==> config.mk <==
export PLATFORM = sky130hd
export DESIGN_NAME = lmd_core
export DESIGN_NICKNAME = d
export VERILOG_FILES = /design/src/lmd_pkg.sv /design/src/lmd_dec_if.sv /design/src/lmd_decode.sv /design/src/lmd_core.sv
export SDC_FILE = /design/constraint.sdc
export NUM_CORES = 1
export LEC_CHECK = 0
export ABC_CLOCK_PERIOD_IN_PS = 6300
export BUFFER_PORTS_ARGS = -buffer_cell sky130_fd_sc_hd__buf_2
export CORE_ASPECT_RATIO = 2
export CORE_MARGIN = 2
export CORE_UTILIZATION = 42
export DETAILED_ROUTE_END_ITERATION = 7
export GPL_TIMING_DRIVEN = 1
export MAX_ROUTING_LAYER = met4
export PLACE_DENSITY = 0.75
export SLEW_MARGIN = 20
export SYNTH_ARGS = -nofsm -noshare
export SYNTH_HDL_FRONTEND = slang
export SYNTH_SLANG_ARGS = --single-unit
==> constraint.sdc <==
create_clock -name ref_clk -period 6.3 [get_ports ref_clk]
set_clock_uncertainty 0.2 [all_clocks]
set_input_delay 0.63 -clock ref_clk [delete_from_list [all_inputs] [get_ports ref_clk]]
set_output_delay 0.63 -clock ref_clk [all_outputs]
set_load 0.02 [all_outputs]
==> src/lmd_pkg.sv <==
// constants and types for the logic/move instruction decoder
// assumes a 12-bit instruction word and a 32-entry byte file
package lmd_pkg;

   // ****************************************
   // instruction word fields
   // ****************************************
   localparam int IW_W       = 12;
   localparam int DATA_W     = 8;
   localparam int ADDR_W     = 5;
   localparam int DEST_BIT   = 5;
   localparam int ADDR_LSB   = 0;
   localparam int LIT_LSB    = 0;

   // ****************************************
   // opcode patterns
   // ****************************************
   localparam logic [5:0]  OPC_OR_ACC_INTO_REG = 6'h04;
   localparam logic [5:0]  OPC_COPY_REGISTER   = 6'h08;
   localparam logic [3:0]  OPC_LOAD_IMMEDIATE  = 4'hC;
   localparam logic [6:0]  OPC_STORE_ACC       = 7'h01;
   localparam logic [11:0] OPC_NO_OPERATION    = 12'h000;

   // ****************************************
   // reset values and timing
   // ****************************************
   localparam logic [7:0] ACC_RST       = 8'h00;
   localparam logic       ZERO_RST      = 1'b0;
   localparam int         EXEC_CYCLES   = 1;

   typedef enum logic [2:0] {
      OP_NOP,
      OP_OR,
      OP_COPY,
      OP_LDI,
      OP_STORE,
      OP_OTHER
   } lmd_op_t;

endpackage

==> src/lmd_dec_if.sv <==
// carrier between the core and its decode/result unit
// assumes both ends sit on the same clock
`timescale 1ns/1ps
interface lmd_dec_if;
   import lmd_pkg::*;
   logic [IW_W-1:0]   instr;
   logic [DATA_W-1:0] acc;
   logic [DATA_W-1:0] operand;
   lmd_op_t           op;
   logic [DATA_W-1:0] result;
   logic              to_acc;
   logic              to_file;
   logic              upd_zero;

   modport core (output instr, acc, operand,
                 input  op, result, to_acc, to_file, upd_zero);
   modport dec  (input  instr, acc, operand,
                 output op, result, to_acc, to_file, upd_zero);
endinterface

==> src/lmd_decode.sv <==
// purely combinational decode and result forming
// assumes operand already carries any forwarded write data
`timescale 1ns/1ps
module lmd_decode
   import lmd_pkg::*;
(
   // ****************************************
   // core side
   // ****************************************
   lmd_dec_if.dec d
);

   logic dest_file;

   always_comb begin
      dest_file  = d.instr[DEST_BIT];
      d.op       = OP_OTHER;
      d.result   = d.acc;
      d.to_acc   = 1'b0;
      d.to_file  = 1'b0;
      d.upd_zero = 1'b0;
      if (d.instr == OPC_NO_OPERATION) begin
         d.op = OP_NOP;
      end else if (d.instr[11:6] == OPC_OR_ACC_INTO_REG) begin
         d.op       = OP_OR;
         d.result   = d.acc | d.operand;
         d.to_acc   = ~dest_file;
         d.to_file  = dest_file;
         d.upd_zero = 1'b1;
      end else if (d.instr[11:6] == OPC_COPY_REGISTER) begin
         d.op       = OP_COPY;
         d.result   = d.operand;
         d.to_acc   = ~dest_file;
         d.to_file  = dest_file;
         d.upd_zero = 1'b1;
      end else if (d.instr[11:8] == OPC_LOAD_IMMEDIATE) begin
         d.op     = OP_LDI;
         d.result = d.instr[LIT_LSB +: DATA_W];
         d.to_acc = 1'b1;
      end else if (d.instr[11:5] == OPC_STORE_ACC) begin
         d.op      = OP_STORE;
         d.result  = d.acc;
         d.to_file = 1'b1;
      end
   end

endmodule

==> src/lmd_core.sv <==
// logic/move instruction decoder: executes or, copy, load-immediate,
// store and no-op in one instruction cycle each
// assumes the file answers a read address with data in the same cycle
//
// Summary of operation
// - or-into-register: acc OR file byte, zero flag from the result
// - or target bit 0 writes accumulator, 1 writes the file byte
// - copy-register reads the file byte and delivers it unchanged
// - copy with target bit 0 loads accumulator, file untouched
// - copy with target bit 1 writes the value back to same byte
// - copy updates the zero flag from the moved value
// - load-immediate puts the literal in accumulator, flags unchanged
// - store writes accumulator into addressed byte, flags unchanged
`timescale 1ns/1ps
module lmd_core
   import lmd_pkg::*;
(
   // ****************************************
   // clock and reset
   // ****************************************
   input  wire logic              ref_clk,
   input  wire logic              rst,
   // ****************************************
   // fetch side
   // ****************************************
   input  wire logic              instr_valid,
   input  wire logic [IW_W-1:0]   instr_word,
   output logic                   instr_ready,
   // ****************************************
   // file register port
   // ****************************************
   output logic [ADDR_W-1:0]      file_rd_addr,
   input  wire logic [DATA_W-1:0] file_rd_data,
   output logic                   file_wr_en,
   output logic [ADDR_W-1:0]      file_wr_addr,
   output logic [DATA_W-1:0]      file_wr_data,
   // ****************************************
   // accumulator, flag and status
   // ****************************************
   output logic [DATA_W-1:0]      acc_value,
   output logic                   zero_flag,
   output logic                   exec_done,
   output logic                   unsupported
);

   typedef struct packed {
      logic [DATA_W-1:0] acc;
      logic              zero;
      logic              wr_en;
      logic [ADDR_W-1:0] wr_addr;
      logic [DATA_W-1:0] wr_data;
      logic              done;
      logic              unsup;
   } lmd_state_t;

   lmd_state_t st_reg;
   lmd_state_t st_next;
   lmd_dec_if  dec_bus ();
   logic       fwd_hit;
   logic       take;

   // ****************************************
   // operand fetch with forwarding
   // ****************************************
   // the file write lands one cycle late, so a back-to-back read of the
   // same byte would see stale data without this bypass
   assign file_rd_addr    = instr_word[ADDR_LSB +: ADDR_W];
   assign fwd_hit         = st_reg.wr_en && (st_reg.wr_addr == file_rd_addr);
   assign dec_bus.instr   = instr_word;
   assign dec_bus.acc     = st_reg.acc;
   assign dec_bus.operand = fwd_hit ? st_reg.wr_data : file_rd_data;
   assign instr_ready     = ~rst;
   assign take            = instr_valid && instr_ready;

   lmd_decode u_decode (
      .d (dec_bus.dec)
   );

   // ****************************************
   // execute
   // ****************************************
   always_comb begin
      st_next       = st_reg;
      st_next.wr_en = 1'b0;
      st_next.done  = 1'b0;
      st_next.unsup = 1'b0;
      if (take) begin
         st_next.done  = (dec_bus.op != OP_OTHER);
         st_next.unsup = (dec_bus.op == OP_OTHER);
         if (dec_bus.to_acc) begin
            st_next.acc = dec_bus.result;
         end
         if (dec_bus.to_file) begin
            st_next.wr_en   = 1'b1;
            st_next.wr_addr = file_rd_addr;
            st_next.wr_data = dec_bus.result;
         end
         if (dec_bus.upd_zero) begin
            st_next.zero = (dec_bus.result == '0);
         end
      end
   end

   always_ff @(posedge ref_clk) begin
      if (rst) begin
         st_reg.acc     <= ACC_RST;
         st_reg.zero    <= ZERO_RST;
         st_reg.wr_en   <= 1'b0;
         st_reg.wr_addr <= '0;
         st_reg.wr_data <= '0;
         st_reg.done    <= 1'b0;
         st_reg.unsup   <= 1'b0;
      end else begin
         st_reg <= st_next;
      end
   end

   assign acc_value    = st_reg.acc;
   assign zero_flag    = st_reg.zero;
   assign file_wr_en   = st_reg.wr_en;
   assign file_wr_addr = st_reg.wr_addr;
   assign file_wr_data = st_reg.wr_data;
   assign exec_done    = st_reg.done;
   assign unsupported  = st_reg.unsup;

   logic [DATA_W-1:0] opnd;
   logic              dbit;
   assign opnd = dec_bus.operand;
   assign dbit = instr_word[DEST_BIT];
endmodule

==> results_dict.tcl, run 1 <==
set metrics [dict create \
    status "finished, final reports clean" \
    cp_max_fo 13 \
    max-slew-margin-rel_pct 39.87 \
    drv_slew 0 \
    setup_violations 0 \
    crit_buf_inv 1 \
    total_power_mw 0.2961 \
    gr-usage-met3_pct 2.366 \
    clk_latency_ns 0.27 \
    drc 0 \
    syn_avg_cell_area_sq_um 8.424 \
    wire_per_inst_microns 14.93 \
    globalRouteMet1Util_pct 23.22 \
    finalHoldViolCount 0 \
    power.leakage_nw 0.6918 \
    htreeDepth 1 \
    fill_cells 324 \
    ctsResizeCount 0 \
    path_clk_slew_ns 0.08 \
    area_growth_pct 20.29 \
    vias 1369 \
    synth_cell_type_count 34 \
    grt-ovfl-total 0 \
    register_area_sq_um 500.5 \
    ys_warn_count 0 \
    die_h_microns 84.37 \
    min_path_type "reg2reg" \
    drt-initial-drc-count 32 \
    end_kind "flip-flop" \
    antenna_found_initial 0 \
    period_needed_ns 2.910 \
    rsz0062_at_grt "no" \
    drive_above_1_share_pct 34.31 \
    synth_nets 184 \
    via_per_inst 5.826 \
    diodes 0 \
    final_cell_mix "buf_2 (53), a21oi_1 (25), dfxtp_1 (25)" \
    powerDensity_mw_per_mm2 181.5 \
    cp_slowest_cell "nor2_1" \
    portBuffers 53 \
    cts.hold.buffers_added 0 \
    required_ns 6.27 \
    row_count 29 \
    crit_path_max_incr_delay_ns 0.74 \
    io_pins 54 \
    critical_path_class "in2reg" \
    max_freq_mhz 343.7 \
    cts_sinks 25 \
    grt_max_degree 23 \
    grt.total_usage_pct 20.94 \
    die_area_sq_mm 0.003727 \
    cts_buffer_depth 2 \
    vdd_drop_max_mv 0.1238 \
    crit_path_start_kind "input port" \
    met2_usage_pct 36.50 \
    cts_tree "done" \
    nets 228 \
    numCtsBuffers 3 \
    drtAntennaViolNets 0 \
    grt_pass1_wl_microns 5968 \
    synth-seq-area-share_pct 36.90 \
    ys_seq_elements 25 \
    dr.pass1.iters 4 \
    postLayoutSetupSlackWorst_ns 3.390 \
    top_usage_layer "met2" \
    start_util_pct 43.46 \
    hpwl_microns 2715 \
    synthesis.area_sq_mm 0.001356 \
    tightest_slew_ns 0.8986 \
    finalCritPeriodShare_pct 46.19 \
    cp_cell_sequence "buf_2 > or4_1 > nor2_1 > o211a_1 > a311oi_2 > and3_1 > a31o_1" \
    die_w_microns 44.18 \
    first_global_vias 1365 \
    syn_inst 161 \
    postCtsSetupBuffers 0 \
    final_common_cell "buf_2" \
    gp_congestion 0.8417 \
    clockRootBuffer "clkbuf_8" \
    tns_ns 0 \
    multi_input_area_sq_um 769.5 \
    drt_wl_total_microns 3509 \
    core-area_sq_mm 0.003120 \
    cp.arrival_ns 2.88 \
    cp_top_family "simple AND/OR/NAND/NOR gates" \
    dpl_worst_slack_ns 3.134 \
    maxCapViolCount 0 \
]
## synth_stat cells
library cell	n	area (sq um)
a21oi_1	25	125.1
dfxtp_1	25	500.5
nand2_1	18	67.56
nor2_1	13	48.80
o21ai_0	8	40.04
a211oi_1	6	45.04
buf_2	6	30.03
mux2i_1	6	60.06
xnor2_1	6	52.55
buf_4	5	37.54
mux2_2	5	56.30
clkbuf_1	4	15.01
a311oi_2	3	45.04
nor3_1	3	15.01
o211a_1	3	30.03
o21ai_1	3	15.01
and3_1	2	12.51
nor2b_1	2	12.51
nor4_1	2	12.51
or3_1	2	12.51
a31o_1	1	8.760
and2_1	1	6.260
inv_1	1	3.750
nand2b_1	1	6.260
nand4_1	1	6.260
nand4bb_1	1	11.26
nor2_2	1	6.260
nor3b_4	1	18.77
nor4bb_1	1	10.01
o21ai_2	1	8.760
o221a_2	1	11.26
o22a_1	1	8.760
o41ai_1	1	8.760
or4_1	1	7.510
## path summary, 6_finish.rpt
kind	start	cells past startpoint	slack [ns]	endpoint
setup / recovery	instr_word[6]	7	3.39	zero_flag$_SDFFE_PP0P_
hold / removal	file_wr_data[7]$_SDFFE_PP0P_	2	0.32	file_wr_data[7]$_SDFFE_PP0P_
setup reg to reg	file_wr_addr[4]$_SDFFE_PP0P_	6	3.89	file_wr_data[7]$_SDFFE_PP0P_
hold reg to reg	file_wr_data[7]$_SDFFE_PP0P_	2	0.32	file_wr_data[7]$_SDFFE_PP0P_
## registers in the layout (all words and copies together) (netlist names)
signal / flops
acc_value: 8
file_wr_data: 8
file_wr_addr: 5
exec_done: 1
file_wr_en: 1
unsupported: 1
zero_flag: 1
## layer usage
layer	wire length (microns)	part of all wire (%)
met2	1889	54
met1	1364	39
met3	214	6.1
met5	0	0
met4	42	1.2
## where the power goes
| part | switching [mW] | internal, mW | total (mW) |
|---|---|---|---|
| Combinational | 0.0237 | 0.0164 | 0.0402 |
| Clock | 0.0507 | 0.0443 | 0.0950 |
| Sequential | 0.00129 | 0.160 | 0.161 |
## cell families after synthesis
kind of cell              count (synthesis)  synth area share [%]
xor gates and xnor gates                  6                 3.875
muxes                                    11                 8.579
DFF                                      25                 36.90
AOI/OAI and AO/OA                        53                 25.55
buffers and inverters                    16                 6.365
and+or+nand+nor                          50                 18.73
## through the flow
stage | hold slack, ns | cell area (sq um) | std cells | utilization [%]
after floorplan | 0.3791 | 1356 | 161 | -
after global placement | 0.2950 | 1585 | 231 | 50.80
after detailed placement | 0.3075 | 1585 | 231 | 50.80
after CTS | 0.3193 | 1632 | 235 | 52.29
after global routing | 0.3660 | 1632 | 235 | 52.29
final | 0.3180 | 1632 | 235 | 52.29
## tightest hold or removal path, cell delays in order, from the launching register on
cell and delay (ns):
dfxtp_1 0.33, nor2_1 0.10, a211oi_1 0.05
## area by class of cell
cell class / instances / area share (%)
clock buffer: 3 / 2.531
multi-input combinational: 120 / 47.16
sequential: 25 / 30.67
clock inverter: 1 / 0.3067
timing repair buffer: 54 / 16.72
tap: 31 / 2.377
inverter: 1 / 0.2301
Power figures use the tool's default switching activity.
==> inputs of run 2 (changes only) <==
ABC_CLOCK_PERIOD_IN_PS = 2800   (was 6300)
clock period = 2.8 ns   (was 6.3 ns; I/O delays follow)
==> run 2 against run 1 <==
  * Sequential share of layout area fell by 0.42 points
  * Worst setup slack got worse by 2.8 ns
  * Via count shrank 1.8%
  * Global-route usage decreased by 0.83 points
  * Final area grew 1.4%
  * Combinational power is 130% higher
  * Routed wire length increased by 0.83%
  * Sequential power up 120%
  * Worst hold slack got worse by 0.21 ns
  * Die area stayed put
  * Critical path type is now reg2reg
  * Largest cell class unchanged
==> results_dict.tcl, run 2 (synthesis results as in run 1) <==
set metrics [dict create \
    die_area_sq_mm 0.003727 \
    end_kind "flip-flop" \
    hold_start "instr_word[2]" \
    vias 1345 \
    ctsResizeCount 0 \
    antenna_found_initial 0 \
    dr.pass1.iters 4 \
    grt_pass1_wl_microns 5561 \
    drt-initial-drc-count 42 \
    path_common_cell "a21oi_1" \
    clockRootBuffer "clkbuf_8" \
    diodes 0 \
    critical_path_class "reg2reg" \
    vdd_drop_max_mv 0.2971 \
    wire_per_inst_microns 14.87 \
    numCtsBuffers 3 \
    drc 0 \
    die_w_microns 44.18 \
    worstHoldEndpoint "file_wr_addr[2]$_SDFFE_PP0P_" \
    fill_cells 320 \
    status "finished, final reports clean" \
    cts_sinks 25 \
    final_common_cell "buf_2" \
    finalHoldViolCount 0 \
    crit_path_max_incr_delay_ns 0.38 \
    finalCritPeriodShare_pct 79.76 \
    cp_top_family "simple AND/OR/NAND/NOR gates" \
    whs_ns 0.1089 \
    startpoint "file_wr_addr[4]$_SDFFE_PP0P_" \
    rrSetupSlack_ns 0.57 \
    cp.arrival_ns 2.19 \
    clk_latency_ns 0.27 \
    htreeDepth 1 \
    final_cell_mix "buf_2 (53), a21oi_1 (25), dfxtp_1 (25)" \
    core-area_sq_mm 0.003120 \
    area_growth_pct 21.96 \
    grt.total_usage_pct 20.11 \
    cp_cell_sequence "xnor2_1 > nand4_1 > nor2_2 > buf_4 > mux2_2 > a21oi_1 > a21oi_1" \
    crit_buf_inv 1 \
    hpwl_microns 2745 \
    tns_ns 0 \
    hold-path-cell-count 3 \
    cp_slowest_cell "dfxtp_1" \
    io_pins 54 \
    max-slew-margin-rel_pct 72.87 \
    grt_max_degree 17 \
    drive_above_1_share_pct 35.27 \
    tightest_slew_ns 0.4065 \
    via_per_inst 5.651 \
    rsz0062_at_grt "no" \
    max_freq_mhz 447.8 \
    nets 231 \
    gp_congestion 0.8334 \
    crit_path_start_kind "flip-flop" \
    r2r_cells 7 \
    cp_max_fo 5 \
    cts_tree "done" \
    drv_slew 0 \
    setup_violations 0 \
    path_clk_slew_ns 0.09 \
    postCtsSetupBuffers 0 \
    powerDensity_mw_per_mm2 404.8 \
    start_util_pct 43.46 \
    cts.hold.buffers_added 0 \
    cts_buffer_depth 2 \
    first_global_vias 1235 \
    drtAntennaViolNets 0 \
    maxCapViolCount 0 \
    r2r-end "file_wr_data[0]$_SDFFE_PP0P_" \
    timing.rr.start "file_wr_addr[4]$_SDFFE_PP0P_" \
    power.leakage_nw 0.7081 \
    min_path_type "in2reg" \
    die_h_microns 84.37 \
    grt-ovfl-total 0 \
    row_count 29 \
    required_ns 2.76 \
    portBuffers 53 \
    period_needed_ns 2.233 \
    drt_wl_total_microns 3538 \
    total_power_mw 0.6695 \
]
-- run 2: cell types whose count changed in the layout (fill, tap and decap cells not counted) --
cell | previous run | this run
buf_4 | 1 | 4
-- run 2: worst reg2reg max path: stages, from the launching register on --
cell and delay, ns:
dfxtp_1 0.38, xnor2_1 0.13, nand4_1 0.20, nor2_2 0.34, buf_4 0.22, mux2_2 0.34, a21oi_1 0.22, a21oi_1 0.10
-- run 2: how the worst max path moves through the flow --
stage,end,slack [ns],cells past startpoint
CTS,file_wr_data[0]$_SDFFE_PP0P_,0.55,7
global route,file_wr_data[0]$_SDFFE_PP0P_,0.39,7
global placement,zero_flag$_SDFFE_PP0P_,0.37,7
floorplan,zero_flag$_SDFFE_PP0P_,0.63,7
detailed placement,zero_flag$_SDFFE_PP0P_,0.33,7
finish,file_wr_data[0]$_SDFFE_PP0P_,0.57,7
-- run 2: area by class of cell --
type	instances	area (sq um)	share of cell area, %
Clock buffer	3	41.29	2.496
Clock inverter	1	5.005	0.3026
Inverter	1	3.754	0.2269
Multi-Input combinational cell	120	769.5	46.52
Sequential cell	25	500.5	30.26
Tap cell	31	38.79	2.345
Timing Repair Buffer	57	295.3	17.85
-- run 2: report_power, final --
part           internal [mW]  total [mW]  switching [mW]
Clock                 0.0997       0.217           0.117
Combinational         0.0374      0.0906          0.0532
Sequential             0.359       0.362         0.00294
Total                  0.496       0.670           0.173
-- run 2: metrics by stage --
step / std cells / worst slack [ns] / utilization [%] / cell area [sq um]
6_report: 238 / 0.5666 / 53.01 / 1654
5_1_grt: 238 / 0.3933 / 53.01 / 1654
4_1_cts: 238 / 0.5485 / 53.01 / 1654
3_5_place_dp: 234 / 0.3340 / 51.52 / 1608
3_3_place_gp: 234 / 0.3696 / 51.52 / 1608
2_1_floorplan: 161 / 0.6330 / - / 1356
-- run 2: routing by layer --
layer	routed length (microns)	share of wire (%)	vias up	global-route usage [%]
li1	-	-	673	-
met1	1369	39	630	22.25
met2	1979	56	37	35.56
met3	143	4.0	5	2.151
met4	46	1.3	0	6.887
met5	0	0	-	-
